$ cat config.mk
export PLATFORM = sky130hd
export DESIGN_NAME = fdio_drive_if
export DESIGN_NICKNAME = d
export VERILOG_FILES = /design/src/rtl/fdio_pkg.sv /design/src/rtl/fdio_drive_if.sv
export VERILOG_INCLUDE_DIRS = /design/src /design/src/rtl
export SDC_FILE = /design/constraint.sdc
export NUM_CORES = 1
export LEC_CHECK = 0
export BUFFER_PORTS_ARGS = -buffer_cell sky130_fd_sc_hd__buf_2
export CAP_MARGIN = 10
export CORE_ASPECT_RATIO = 0.75
export CORE_MARGIN = 5
export CORE_UTILIZATION = 59
export CTS_BUF_LIST = sky130_fd_sc_hd__clkbuf_2
export DETAILED_ROUTE_END_ITERATION = 16
export PLACE_DENSITY = 0.82
export SYNTH_ARGS = -nofsm -noshare
export SYNTH_HDL_FRONTEND = slang
export SYNTH_SLANG_ARGS = --single-unit
$ cat constraint.sdc
create_clock -name core_clk_i -period 2.3 [get_ports core_clk_i]
set_clock_uncertainty 0.1 [all_clocks]
set_input_delay 0.23 -clock core_clk_i [delete_from_list [all_inputs] [get_ports core_clk_i]]
set_output_delay 0.23 -clock core_clk_i [all_outputs]
set_load 0.02 [all_outputs]
$ cat src/rtl/fdio_params.svh
// Constants of the drive interface option logic
`ifndef FDIO_PARAMS_SVH
`define FDIO_PARAMS_SVH
`define FDIO_CLK_PERIOD_NS   10
`define FDIO_RD_PULSE_NS     1000
`define FDIO_RD_PULSE_CYC    (`FDIO_RD_PULSE_NS / `FDIO_CLK_PERIOD_NS)
`define FDIO_CNT_W           8
`define FDIO_SEL_W           4
`define FDIO_LAMP_SEL_W      2
`define FDIO_SPARE_W         5
`define FDIO_SPARE_IDX_W     3
`endif

$ cat src/rtl/fdio_pkg.sv
// Types of the drive interface option logic
package fdio_pkg;
  typedef enum logic [1:0] {
    FDIO_LAMP_SELECT,
    FDIO_LAMP_MOTOR,
    FDIO_LAMP_SPARE
  } fdio_lamp_e;
  typedef enum logic [1:0] {
    FDIO_HEAD_ON_SELECT,
    FDIO_HEAD_ON_MOTOR,
    FDIO_HEAD_SPARE
  } fdio_head_e;
  typedef enum logic [1:0] {
    FDIO_WINH_SENSOR,
    FDIO_WINH_NONE,
    FDIO_WINH_SPARE
  } fdio_winh_e;
endpackage

$ cat src/rtl/fdio_drive_if.sv
// Drive-side interface logic: select gating, head load, write enable, read pulses
//
// Contract
// - No notch sensed drives write-protect output low.
// - Standard setup: read-only medium blocks writing regardless of write gate.
// - Read line carries raw flux pulses; controller separates clock and data.
// - Each read-data pulse is 1 us wide, within 250 ns; reversals under 1 us apart merge into one longer pulse.
// - Load-on-select closed: head loads when assigned select is active.
// - Load-on-motor closed: head loads when motor-on is active.
// - Single drive, multiplex closed: any select lights lamp, loads head.
// - Multiplex open, one select closed: respond only to assigned select.
// - Optional fourth select input allows four addressable drives.
// - Interface-only protect: status still reported, writing not blocked.
// - Write inhibit may come from a spare line instead of sensor.
// - Independent head load: head follows spare line only.
// - Option runs spindle motor from select instead of motor-on.
// - Lamp may follow motor-on or a chosen spare line instead.
// - Lamp on spare line depends on nothing else.
// - Select without head load by choosing load-on-motor.
// - Write, read, step, direction and protect paths gated by active-low select.
// - Low write gate writes; high write gate enables stepper and read data.
`timescale 1ns/1ps
`include "fdio_params.svh"

module fdio_drive_if (
  input  wire logic                           core_clk_i,       // 100 MHz clock
  input  wire logic                           srst_i,           // Sync reset, high
  input  wire logic                           clk_en_i,         // Freeze when low
  input  wire logic [`FDIO_SEL_W-1:0]         select_n_i,       // Select pins 0..3, low
  input  wire logic                           motor_on_n_i,     // Motor on pin, low
  input  wire logic                           write_gate_n_i,   // Write gate pin, low
  input  wire logic                           write_data_n_i,   // Composite write data
  input  wire logic                           step_n_i,         // Step pin, low
  input  wire logic                           direction_n_i,    // Direction pin
  input  wire logic [`FDIO_SPARE_W-1:0]       spare_n_i,        // Spare lines, low
  input  wire logic                           notch_seen_i,     // Sensor sees notch
  input  wire logic                           flux_pulse_i,     // Flux reversal seen
  input  wire logic [`FDIO_SEL_W-1:0]         select_shunt_position_i, // Closed pos.
  input  wire logic                           multiplex_shunt_position_i, // Closed
  input  wire logic                           fourth_unit_select_i, // Fourth select fit
  input  wire logic                           load_on_select_option_i, // Shunt closed
  input  wire logic                           load_on_motor_option_i,  // Shunt closed
  input  wire fdio_pkg::fdio_head_e           head_src_i,       // Head load source
  input  wire fdio_pkg::fdio_winh_e           winh_src_i,       // Inhibit source
  input  wire fdio_pkg::fdio_lamp_e           lamp_src_i,       // Lamp source
  input  wire logic                           motor_with_select_i, // Motor on select
  input  wire logic [`FDIO_SPARE_IDX_W-1:0]   winh_spare_idx_i, // Spare for inhibit
  input  wire logic [`FDIO_SPARE_IDX_W-1:0]   head_spare_idx_i, // Spare for head load
  input  wire logic [`FDIO_SPARE_IDX_W-1:0]   lamp_spare_idx_i, // Spare for lamp
  output logic                                write_protect_n_o, // Protect pin, low
  output logic                                read_data_n_o,    // Read data pin, low
  output logic                                head_load_o,      // Head solenoid
  output logic                                motor_run_o,      // Spindle motor
  output logic                                lamp_o,           // Front lamp
  output logic                                write_enable_o,   // Write current on
  output logic                                write_bit_o,      // Write data to head
  output logic                                step_o,           // Step to stepper
  output logic                                direction_o       // Direction to stepper
);
  import fdio_pkg::*;

  // ******************************************
  // Input synchronisers
  // ******************************************
  localparam int NIN = `FDIO_SEL_W + `FDIO_SPARE_W + 7;
  logic [NIN-1:0] raw_in;
  logic [NIN-1:0] sync1;
  logic [NIN-1:0] sync2;
  logic [NIN-1:0] sync3;
  logic [NIN-1:0] filt;

  assign raw_in = {~select_n_i, ~spare_n_i, ~motor_on_n_i, ~write_gate_n_i,
                   ~write_data_n_i, ~step_n_i, ~direction_n_i, notch_seen_i,
                   flux_pulse_i};

  // A change is taken once the second and third stages agree
  genvar gi;
  generate
    for (gi = 0; gi < NIN; gi++) begin : g_sync
      always_ff @(posedge core_clk_i) begin
        if (srst_i) begin
          sync1[gi] <= 1'b0;
          sync2[gi] <= 1'b0;
          sync3[gi] <= 1'b0;
          filt[gi]  <= 1'b0;
        end else if (clk_en_i) begin
          sync1[gi] <= raw_in[gi];
          sync2[gi] <= sync1[gi];
          sync3[gi] <= sync2[gi];
          if (sync2[gi] == sync3[gi]) begin
            filt[gi] <= sync3[gi];
          end
        end
      end
    end
  endgenerate

  wire [`FDIO_SEL_W-1:0]   sel_act   = filt[NIN-1 -: `FDIO_SEL_W];
  wire [`FDIO_SPARE_W-1:0] spare_act = filt[7 +: `FDIO_SPARE_W];
  wire motor_act  = filt[6];
  wire wgate_act  = filt[5];
  wire wdata_act  = filt[4];
  wire step_act   = filt[3];
  wire dir_act    = filt[2];
  wire notch      = filt[1];
  wire flux       = filt[0];

  // ******************************************
  // Select decode
  // ******************************************
  // fourth select fitting
  wire [`FDIO_SEL_W-1:0] sel_fit = {select_shunt_position_i[3:1],
                                    select_shunt_position_i[0] & fourth_unit_select_i};
  // only the assigned select line counts
  wire assigned_sel = |(sel_act & sel_fit);
  // multiplex closed: any select line counts
  wire any_sel = |{sel_act[3:1], sel_act[0] & fourth_unit_select_i};
  // write, read, step, direction and protect paths gated by select
  wire selected = multiplex_shunt_position_i ? any_sel : assigned_sel;

  // ******************************************
  // Head load, motor, lamp
  // ******************************************
  wire head_spare  = spare_act[head_spare_idx_i];
  wire lamp_spare  = spare_act[lamp_spare_idx_i];
  wire winh_spare  = spare_act[winh_spare_idx_i];
  wire motor_src   = motor_with_select_i ? selected : motor_act;
  // load on select; load on motor only
  wire head_shunt  = (load_on_select_option_i & selected) |
                     (load_on_motor_option_i & motor_act);
  // independent head load from spare line only
  wire next_head   = (head_src_i == FDIO_HEAD_SPARE) ? head_spare : head_shunt;
  logic next_lamp;
  always_comb begin
    case (lamp_src_i)
      FDIO_LAMP_SELECT: next_lamp = selected;
      FDIO_LAMP_MOTOR:  next_lamp = motor_act;
      FDIO_LAMP_SPARE:  next_lamp = lamp_spare;
      default:          next_lamp = selected;
    endcase
  end

  // ******************************************
  // Write path
  // ******************************************
  // read-only medium when no notch
  wire protected_med = ~notch;
  logic inhibit;
  always_comb begin
    case (winh_src_i)
      FDIO_WINH_SENSOR: inhibit = protected_med;
      FDIO_WINH_NONE:   inhibit = 1'b0;
      FDIO_WINH_SPARE:  inhibit = winh_spare;
      default:          inhibit = protected_med;
    endcase
  end
  wire next_wen = selected & wgate_act & ~inhibit;
  // read and stepper only with write gate high
  wire read_ok  = selected & ~wgate_act;

  // ******************************************
  // Read pulse stretcher
  // ******************************************
  // Flux edges are passed raw; pulses closer than the width merge, a
  // limitation accepted since encoded cells are several microseconds apart
  localparam logic [`FDIO_CNT_W-1:0] RD_CYC = `FDIO_CNT_W'(`FDIO_RD_PULSE_CYC);
  logic [`FDIO_CNT_W-1:0] rd_cnt;
  logic                   flux_d;
  wire flux_rise = flux & ~flux_d;

  // a full-width pulse from each flux reversal; a reversal within a pulse restarts it
  always_ff @(posedge core_clk_i) begin
    if (srst_i) begin
      rd_cnt <= '0;
      flux_d <= 1'b0;
    end else if (clk_en_i) begin
      flux_d <= flux;
      if (flux_rise && read_ok) begin
        rd_cnt <= RD_CYC;
      end else if (rd_cnt != '0) begin
        rd_cnt <= rd_cnt - `FDIO_CNT_W'(1);
      end
    end
  end

  // ******************************************
  // Output registers
  // ******************************************
  always_ff @(posedge core_clk_i) begin
    if (srst_i) begin
      write_protect_n_o <= 1'b1;
      read_data_n_o     <= 1'b1;
      head_load_o       <= 1'b0;
      motor_run_o       <= 1'b0;
      lamp_o            <= 1'b0;
      write_enable_o    <= 1'b0;
      write_bit_o       <= 1'b0;
      step_o            <= 1'b0;
      direction_o       <= 1'b0;
    end else if (clk_en_i) begin
      write_protect_n_o <= ~(selected & protected_med);
      read_data_n_o     <= ~(read_ok & (rd_cnt != '0));
      head_load_o       <= next_head;
      motor_run_o       <= motor_src;
      lamp_o            <= next_lamp;
      write_enable_o    <= next_wen;
      write_bit_o       <= next_wen & wdata_act;
      step_o            <= read_ok & step_act;
      direction_o       <= read_ok & dir_act;
    end
  end

  // ******************************************
  // Checks
  // ******************************************
  a_wen_needs_sel: assert property (@(posedge core_clk_i) disable iff (srst_i)
    write_enable_o |-> $past(selected) && $past(wgate_act))
    else $error("write enabled without select and gate");
  a_protect_blocks: assert property (@(posedge core_clk_i) disable iff (srst_i)
    (clk_en_i && winh_src_i == FDIO_WINH_SENSOR && protected_med) |=> !write_enable_o)
    else $error("write enabled on protected medium");
  a_protect_report: assert property (@(posedge core_clk_i) disable iff (srst_i)
    (clk_en_i && selected && protected_med) |=> !write_protect_n_o)
    else $error("protect not reported");
  a_iface_only: assert property (@(posedge core_clk_i) disable iff (srst_i)
    (clk_en_i && winh_src_i == FDIO_WINH_NONE && selected && wgate_act) |=> write_enable_o)
    else $error("interface-only protect blocked write");
  a_rd_width: assert property (@(posedge core_clk_i) disable iff (srst_i || !clk_en_i)
    (rd_cnt == RD_CYC) |-> (rd_cnt != '0) [*8])
    else $error("read pulse too short");
  a_rd_gated: assert property (@(posedge core_clk_i) disable iff (srst_i)
    !read_data_n_o |-> $past(read_ok))
    else $error("read data driven while writing or unselected");
  a_head_spare: assert property (@(posedge core_clk_i) disable iff (srst_i)
    (clk_en_i && head_src_i == FDIO_HEAD_SPARE) |=> head_load_o == $past(head_spare))
    else $error("independent head load wrong");
  a_lamp_spare: assert property (@(posedge core_clk_i) disable iff (srst_i)
    (clk_en_i && lamp_src_i == FDIO_LAMP_SPARE) |=> lamp_o == $past(lamp_spare))
    else $error("lamp not following spare line");
  a_unsel_quiet: assert property (@(posedge core_clk_i) disable iff (srst_i)
    (clk_en_i && !selected) |=> (write_protect_n_o && !step_o && !write_enable_o))
    else $error("outputs active while unselected");

  // ******************************************
  // Option checks
  // ******************************************
  a_motor_select: assert property (@(posedge core_clk_i) disable iff (srst_i)
    (clk_en_i && motor_with_select_i) |=> motor_run_o == $past(selected))
    else $error("motor not following select");

  a_motor_pin: assert property (@(posedge core_clk_i) disable iff (srst_i)
    (clk_en_i && !motor_with_select_i) |=> motor_run_o == $past(motor_act))
    else $error("motor not following motor-on");

  a_head_select: assert property (@(posedge core_clk_i) disable iff (srst_i)
    (clk_en_i && head_src_i != FDIO_HEAD_SPARE && load_on_select_option_i && selected)
    |=> head_load_o)
    else $error("head not loaded on select");

  a_head_motor: assert property (@(posedge core_clk_i) disable iff (srst_i)
    (clk_en_i && head_src_i != FDIO_HEAD_SPARE && load_on_motor_option_i && motor_act)
    |=> head_load_o)
    else $error("head not loaded on motor-on");

  a_head_motor_only: assert property (@(posedge core_clk_i) disable iff (srst_i)
    (clk_en_i && head_src_i != FDIO_HEAD_SPARE && !load_on_select_option_i && !motor_act)
    |=> !head_load_o)
    else $error("head loaded without motor-on");

  a_lamp_motor: assert property (@(posedge core_clk_i) disable iff (srst_i)
    (clk_en_i && lamp_src_i == FDIO_LAMP_MOTOR) |=> lamp_o == $past(motor_act))
    else $error("lamp not following motor-on");

  a_lamp_select: assert property (@(posedge core_clk_i) disable iff (srst_i)
    (clk_en_i && lamp_src_i == FDIO_LAMP_SELECT) |=> lamp_o == $past(selected))
    else $error("lamp not following select");

  a_mux_any: assert property (@(posedge core_clk_i) disable iff (srst_i)
    (clk_en_i && multiplex_shunt_position_i && any_sel &&
     lamp_src_i == FDIO_LAMP_SELECT) |=> lamp_o)
    else $error("any select did not light lamp");

  a_assigned_only: assert property (@(posedge core_clk_i) disable iff (srst_i)
    (clk_en_i && !multiplex_shunt_position_i && !assigned_sel)
    |=> (!write_enable_o && !step_o))
    else $error("responded to a foreign select");

  a_fourth_unfit: assert property (@(posedge core_clk_i) disable iff (srst_i)
    (!fourth_unit_select_i && sel_act == 4'h1) |-> !selected)
    else $error("unfitted fourth select took effect");

  a_fourth_used: assert property (@(posedge core_clk_i) disable iff (srst_i)
    (fourth_unit_select_i && multiplex_shunt_position_i && sel_act[0]) |-> selected)
    else $error("fitted fourth select ignored");

  a_winh_spare: assert property (@(posedge core_clk_i) disable iff (srst_i)
    (clk_en_i && winh_src_i == FDIO_WINH_SPARE && winh_spare) |=> !write_enable_o)
    else $error("spare inhibit did not block write");

  a_wbit_gated: assert property (@(posedge core_clk_i) disable iff (srst_i)
    write_bit_o |-> write_enable_o)
    else $error("write data without write enable");

  a_wbit_data: assert property (@(posedge core_clk_i) disable iff (srst_i)
    (clk_en_i && next_wen && wdata_act) |=> write_bit_o)
    else $error("write data not passed");

  a_rd_stream: assert property (@(posedge core_clk_i) disable iff (srst_i)
    (clk_en_i && flux_rise && read_ok) |=> rd_cnt == RD_CYC)
    else $error("flux reversal not passed on");

  a_rd_count_down: assert property (@(posedge core_clk_i) disable iff (srst_i)
    (clk_en_i && rd_cnt != '0 && !(flux_rise && read_ok))
    |=> rd_cnt == $past(rd_cnt) - `FDIO_CNT_W'(1))
    else $error("read pulse counter skipped");

  a_step_gated: assert property (@(posedge core_clk_i) disable iff (srst_i)
    step_o |-> $past(read_ok))
    else $error("step passed while writing");

  a_dir_gated: assert property (@(posedge core_clk_i) disable iff (srst_i)
    direction_o |-> $past(read_ok))
    else $error("direction passed while writing");

  a_rd_unsel: assert property (@(posedge core_clk_i) disable iff (srst_i)
    (clk_en_i && !selected) |=> read_data_n_o)
    else $error("read data while unselected");

  a_wen_on_gate: assert property (@(posedge core_clk_i) disable iff (srst_i)
    (clk_en_i && selected && wgate_act && !inhibit) |=> write_enable_o)
    else $error("write enable missing");

  a_wen_inhibit: assert property (@(posedge core_clk_i) disable iff (srst_i)
    (clk_en_i && inhibit) |=> !write_enable_o)
    else $error("write enabled while inhibited");

  a_wp_writable: assert property (@(posedge core_clk_i) disable iff (srst_i)
    (clk_en_i && !protected_med) |=> write_protect_n_o)
    else $error("protect reported on writable medium");

endmodule

==> results.json, run 1 <==
{
  "rrSetupSlack_ns": 0.48,
  "grt_setup_unrepaired": "no",
  "setup_ws_ns": 0.453,
  "reg2reg_depth": 3,
  "clockRootBuffer": "clkbuf_2",
  "io_buffers": 51,
  "synth_enable_flop_cells": 0,
  "leakage_nw": 1.81,
  "utilization": 0.715,
  "grt_overflow": 0,
  "netlist_area_sq_um": 3440,
  "arrival_ns": 2.16,
  "multi_input_area_sq_um": 1680,
  "setup_tns_ns": 0,
  "synthMuxAreaShare": 0.121,
  "wirelength_um": 7430,
  "drcViolationCount": 0,
  "synth.top_cells.by_area": "dfxtp_1 (48%), mux2i_1 (11%), nor2_1 (6.3%)",
  "slew_headroom": 0.552,
  "synth_adder_area_share": 0.0145,
  "period_share": 0.803,
  "synth_top_area_frac": 0.477,
  "cp-end-kind": "flop",
  "drive_gt1_frac": 0.177,
  "hp-class": "in -> reg",
  "final_nets": 488,
  "drt_first_pass_iters": 4,
  "ioPinCount": 52,
  "maxCapViolCount": 0,
  "track_usage": 0.205,
  "fmax_mhz": 541,
  "n_antenna_cell": 0,
  "antenna_found_initial": 0,
  "setup_viol": 0,
  "stdcell_count": 524,
  "yosysWarnings": 0,
  "die_y_um": 76.2,
  "synth-compound-area-share": 0.211,
  "crit_type": "in -> reg",
  "post-place-ws_ns": 0.436,
  "synth_cells": 373,
  "crit_fanout": 30,
  "viasPerCell": 5.57,
  "grt_pass1_wl_um": 12700,
  "drtIter0Drc": 238,
  "fp.dieArea_sq_um": 7480,
  "clk_latency_ns": 0.50,
  "yosysUniqueCellTypes": 49,
  "placed_cell_area_sq_um": 3750,
  "hpwl_um": 5020,
  "synth_xor_area_frac": 0,
  "hold_slack_ns": 0.0433,
  "initial_core_util": 0.601,
  "tightestPinTransition_ns": 0.664,
  "min_period_ns": 1.85,
  "syn_avg_cell_area_sq_um": 9.23,
  "power_mw": 2.96,
  "drv_slew": 0,
  "grt_max_degree": 52,
  "synthSimpleGateAreaFrac": 0.141,
  "synth_top_family_by_area": "compound AO/OA/AOI/OAI gates",
  "cts_tree": "yes",
  "yosysSeqAreaShare": 0.477,
  "power.density_nw_per_um2": 721,
  "ctsHtreeMaxLevel": 3,
  "post_drt_wl_per_cell_um": 14.2,
  "die_w_um": 98.2,
  "cts_buffers": 9,
  "register_area_sq_um": 1640,
  "ys_seq_elements": 82,
  "ys.flop_type": "dfxtp_1",
  "antenna_left": 0,
  "clock_path_buffers": 2,
  "critPathLaunchType": "primary input",
  "ctsResizeCount": 0,
  "place_inst": 486,
  "clock_sinks": 82,
  "clk_pin_slew_ns": 0.20,
  "post_cts_buffers": 0,
  "async_reset_ff_frac": 0,
  "status": "finished clean",
  "final_hold_viol_count": 0,
  "peakVddDrop_mv": 0.500,
  "worstPathRequired_ns": 2.61,
  "grt_pass1_vias": 2720,
  "fill_cells": 431,
  "syn_nets": 420,
  "floorplan.core_area_sq_um": 5740,
  "whs_path_depth": 3,
  "gp_congestion": 0.840,
  "final_area_sq_um": 4100,
  "syn_to_final_growth_pct": 19.1,
  "synth_top_area_cell": "dfxtp_1",
  "rows": 24,
  "via_count": 2919
}
-- layout by cell type (no fill, tap or decap), types with 4 or more instances in the layout --
cell and n:
ha_1 4, dfxtp_1 82, nor4_1 5, dlygate4sd3_1 22, a211oi_1 16, nor2_1 58
inv_1 7, nand2_1 25, a21o_1 15, buf_2 50, buf_4 7, o211ai_1 4
mux2i_1 37, clkbuf_2 10, a21oi_1 28, o21ai_0 23
-- cells in the mapped netlist (2+ instances only) --
library cell,n
a211oi_1,16
mux4_2,2
nand3_1,2
nor3b_1,2
a21oi_1,28
nand2b_1,2
o211ai_1,4
buf_2,4
clkbuf_1,16
mux2i_1,37
ha_1,4
dfxtp_1,82
nand2_1,25
or3_1,3
nand4_1,3
o21ai_0,23
inv_1,7
a31o_2,2
nor2_1,58
o21a_1,3
a21o_1,15
or4_1,3
o32ai_1,2
nor4_1,5
-- what timing repair did --
action	CTS	global route
setup endpoints to repair	0	0
hold buffers	21	1
hold endpoints to repair	33	1
-- worst max-delay path, stage by stage --
cell and delay [ns]:
dlygate4sd3_1 0.52, buf_4 0.18, buf_4 0.37, mux2i_1 0.22, nor2_1 0.05, dlygate4sd3_1 0.57
-- registers in the layout, indices dropped and copies added, names as in the netlist, 8 cells and up --
register  count
rd_cnt        8
filt          9
sync3        16
sync2        16
sync1        16
-- logic make-up after synthesis --
logic type | count (synthesis)
compound gates | 109
simple gates | 109
flops | 82
mux | 39
buf+inv | 30
fa+ha+maj | 4
-- worst paths after layout --
check / start / to
min reg2reg: sync3[8]$_SDFFE_PP0P_ / filt[8]$_SDFFE_PP0P_
max reg2reg: rd_cnt[2]$_SDFFE_PP0P_ / rd_cnt[6]$_SDFFE_PP0P_
max: clk_en_i / sync1[1]$_SDFFE_PP0P_
min: lamp_spare_idx_i[2] / lamp_o$_SDFFE_PP0P_
-- routing by layer --
layer | vias to the layer above | global-route usage | wire length [um] | share of wire
met3 | 8 | 0.0778 | 553 | 0.074
met5 | - | 0 | 0 | 0
met2 | 87 | 0.306 | 3210 | 0.43
met4 | 0 | 0.0477 | 74 | 0.010
li1 | 1486 | - | - | -
met1 | 1338 | 0.281 | 3590 | 0.48
-- cell type report --
type | instances | share of cell area
multi-input cells | 261 | 0.409
clock buffers | 10 | 0.0122
clock inverters | 6 | 0.0198
repair buffers | 79 | 0.128
inverters | 8 | 0.00732
well taps | 78 | 0.0238
flip-flops and latches | 82 | 0.400
-- power breakdown --
| part | internal, mW | switching, mW |
|---|---|---|
| Clock | 0.358 | 0.457 |
| Sequential | 1.51 | 0.0938 |
| Combinational | 0.261 | 0.275 |
(Power assumes the default switching activity.)
==> inputs of run 2 (changes only) <==
--- a/config.mk
+++ b/config.mk
@@ -6,6 +6,7 @@
 export SDC_FILE = /design/constraint.sdc
 export NUM_CORES = 1
 export LEC_CHECK = 0
+export ABC_AREA = 1
 export BUFFER_PORTS_ARGS = -buffer_cell sky130_fd_sc_hd__buf_2
 export CAP_MARGIN = 10
 export CORE_ASPECT_RATIO = 0.75
==> constraint.sdc (replaced) <==
create_clock -name core_clk_i -period 1.8 [get_ports core_clk_i]
set_clock_uncertainty 0.1 [all_clocks]
set_input_delay 0.18 -clock core_clk_i [delete_from_list [all_inputs] [get_ports core_clk_i]]
set_output_delay 0.18 -clock core_clk_i [all_outputs]
set_load 0.02 [all_outputs]
==> run 2 against run 1 <==
Final area rose by 2.7%. First-iteration DRC count down 6.3%. Via count rose by 14%. Critical path depth stayed put. Total power is 34% higher. Highest routed layer unchanged. Register-to-register slack worse by 0.28 ns. Synthesized cell count rose by 27%.
==> results.json, run 2 <==
{
  "status": "finished clean",
  "synth_top_area_frac": 0.469,
  "viasPerCell": 5.28,
  "largestRegisters": "sync1 (16), sync2 (16), sync3 (16)",
  "track_usage": 0.215,
  "clockRootBuffer": "clkbuf_2",
  "grt_setup_unrepaired": "no",
  "grt_pass1_vias": 3145,
  "final_nets": 596,
  "gp_congestion": 0.857,
  "drcViolationCount": 0,
  "power_mw": 3.97,
  "synth.most_common_cell": "nand2_1",
  "stdcell_count": 632,
  "ys_seq_elements": 82,
  "yosysWarnings": 0,
  "synth_enable_flop_cells": 0,
  "drv_slew": 0,
  "drive_gt1_frac": 0.173,
  "grt_overflow": 0,
  "worstPathRequired_ns": 2.19,
  "clk_latency_ns": 0.52,
  "rows": 24,
  "power.density_nw_per_um2": 943,
  "mostFrequentLayoutCells": "nand2_1 (93), dfxtp_1 (80), o21ai_0 (63)",
  "syn_nets": 520,
  "hp-class": "in -> reg",
  "hold_slack_ns": 0.0283,
  "clock_path_buffers": 2,
  "clock_power_share": 0.207,
  "post_drt_wl_per_cell_um": 12.7,
  "cts_buffers": 9,
  "rrSetupSlack_ns": 0.20,
  "antenna_found_initial": 0,
  "via_count": 3335,
  "p_comb_frac": 0.274,
  "synth.top_cells.by_area": "dfxtp_1 (47%), nand2_1 (10%), o21ai_0 (9.0%)",
  "fill_cells": 431,
  "wirelength_um": 8010,
  "cp-end-kind": "flop",
  "synth_common_cells": "nand2_1 (95), dfxtp_1 (82), o21ai_0 (63)",
  "ctsHtreeMaxLevel": 3,
  "crit_fanout": 82,
  "netlist_area_sq_um": 3500,
  "die_w_um": 98.9,
  "ioPinCount": 52,
  "floorplan.core_area_sq_um": 5800,
  "peakVddDrop_mv": 0.605,
  "syn_avg_cell_area_sq_um": 7.40,
  "place_inst": 583,
  "yosysSeqAreaShare": 0.469,
  "final_hold_viol_count": 0,
  "utilization": 0.726,
  "tightestPinTransition_ns": 0.323,
  "grt_pass1_wl_um": 13700,
  "ys.flop_type": "dfxtp_1",
  "swShare": 0.350,
  "die_y_um": 76.7,
  "grt_max_degree": 83,
  "clk_pin_slew_ns": 0.24,
  "async_reset_ff_frac": 0,
  "syn_to_final_growth_pct": 20.3,
  "seq_power_share": 0.519,
  "setup_tns_ns": 0,
  "clock_sinks": 82,
  "leakage_nw": 1.84,
  "antenna_left": 0,
  "synth_top_area_cell": "dfxtp_1",
  "maxCapViolCount": 0,
  "fp.dieArea_sq_um": 7590,
  "synth_cells": 473,
  "power.internal_mw": 2.58,
  "drtIter0Drc": 223,
  "slew_headroom": 0.785,
  "fmax_mhz": 620,
  "min_period_ns": 1.61,
  "period_share": 0.897,
  "yosysUniqueCellTypes": 26,
  "switching_power_mw": 1.39,
  "io_buffers": 51,
  "cts_tree": "yes",
  "layout_commonest_cell": "nand2_1",
  "drt_first_pass_iters": 5,
  "initial_core_util": 0.604,
  "crit_type": "in -> reg",
  "critPathLaunchType": "primary input",
  "n_antenna_cell": 0,
  "hpwl_um": 5090,
  "setup_viol": 0,
  "arrival_ns": 2.01
}
## run 2: timing repair
action | in CTS | in global routing
buffers inserted | 0 | 2
endpoints found under the setup margin | 0 | 1
gates resized for setup | 0 | 4
hold buffers | 29 | 3
hold endpoints to repair | 41 | 1
## run 2: kinds of logic after synthesis
logic type / synth area share
compound gates: 0.203
xor+xnor: 0.00500
fa+ha+maj: 0.0143
buf+inv: 0.0865
flops: 0.469
simple gates: 0.222
## run 2: layer usage
layer,vias to the layer above,wire length (um),GRT usage
met2,106,3510,0.339
met4,0,83,0.0559
met5,-,0,0
li1,1704,-,-
met1,1513,3890,0.288
met3,12,524,0.0644
## run 2: worst paths after layout
| path | from | end | depth (start not counted) |
|---|---|---|---|
| max | clk_en_i | sync1[4]$_SDFFE_PP0P_ | 6 |
| min | winh_spare_idx_i[2] | write_enable_o$_SDFFE_PP0P_ | 6 |
| min reg2reg | step_o$_SDFFE_PP0P_ | step_o$_SDFFE_PP0P_ | 2 |
| max reg2reg | filt[8]$_SDFFE_PP0P_ | head_load_o$_SDFFE_PP0P_ | 7 |
## run 2: stage by stage
stage          cell area, sq um  worst slack, ns
5_1_grt                    4210           0.0638
4_1_cts                    4170           0.0537
2_1_floorplan              3500            0.387
3_5_place_dp               3780            0.277
3_3_place_gp               3780            0.314
6_report                   4210            0.186
## run 2: worst max-delay path: stages
cell and delay (ns):
dlygate4sd3_1 0.52, buf_2 0.14, buf_12 0.28, o21ai_0 0.14, a21oi_1 0.14, dlygate4sd3_1 0.56
## run 2: cell type report
| class | instances | area, sq um | share of cell area |
|---|---|---|---|
| well taps | 78 | 97.6 | 0.0232 |
| repair buffers | 89 | 643 | 0.153 |
| clock buffers | 10 | 50.0 | 0.0119 |
| flip-flops and latches | 82 | 1640 | 0.390 |
| clock inverters | 6 | 43.8 | 0.0104 |
| multi-input cells | 323 | 1560 | 0.371 |
| inverters | 44 | 170 | 0.0404 |
## run 2: power groups by stage
| stage | sequential, mW | clock [mW] | combinational [mW] |
|---|---|---|---|
| final | 2.06 | 0.822 | 1.09 |
| after floorplan | 2.07 | 0 | 0.828 |
| after global placement | 2.08 | 0 | 0.986 |
| after detailed placement | 2.09 | 0 | 1.02 |
| after global routing | 2.08 | 0.909 | 1.24 |
| after CTS | 2.06 | 0.833 | 1.08 |
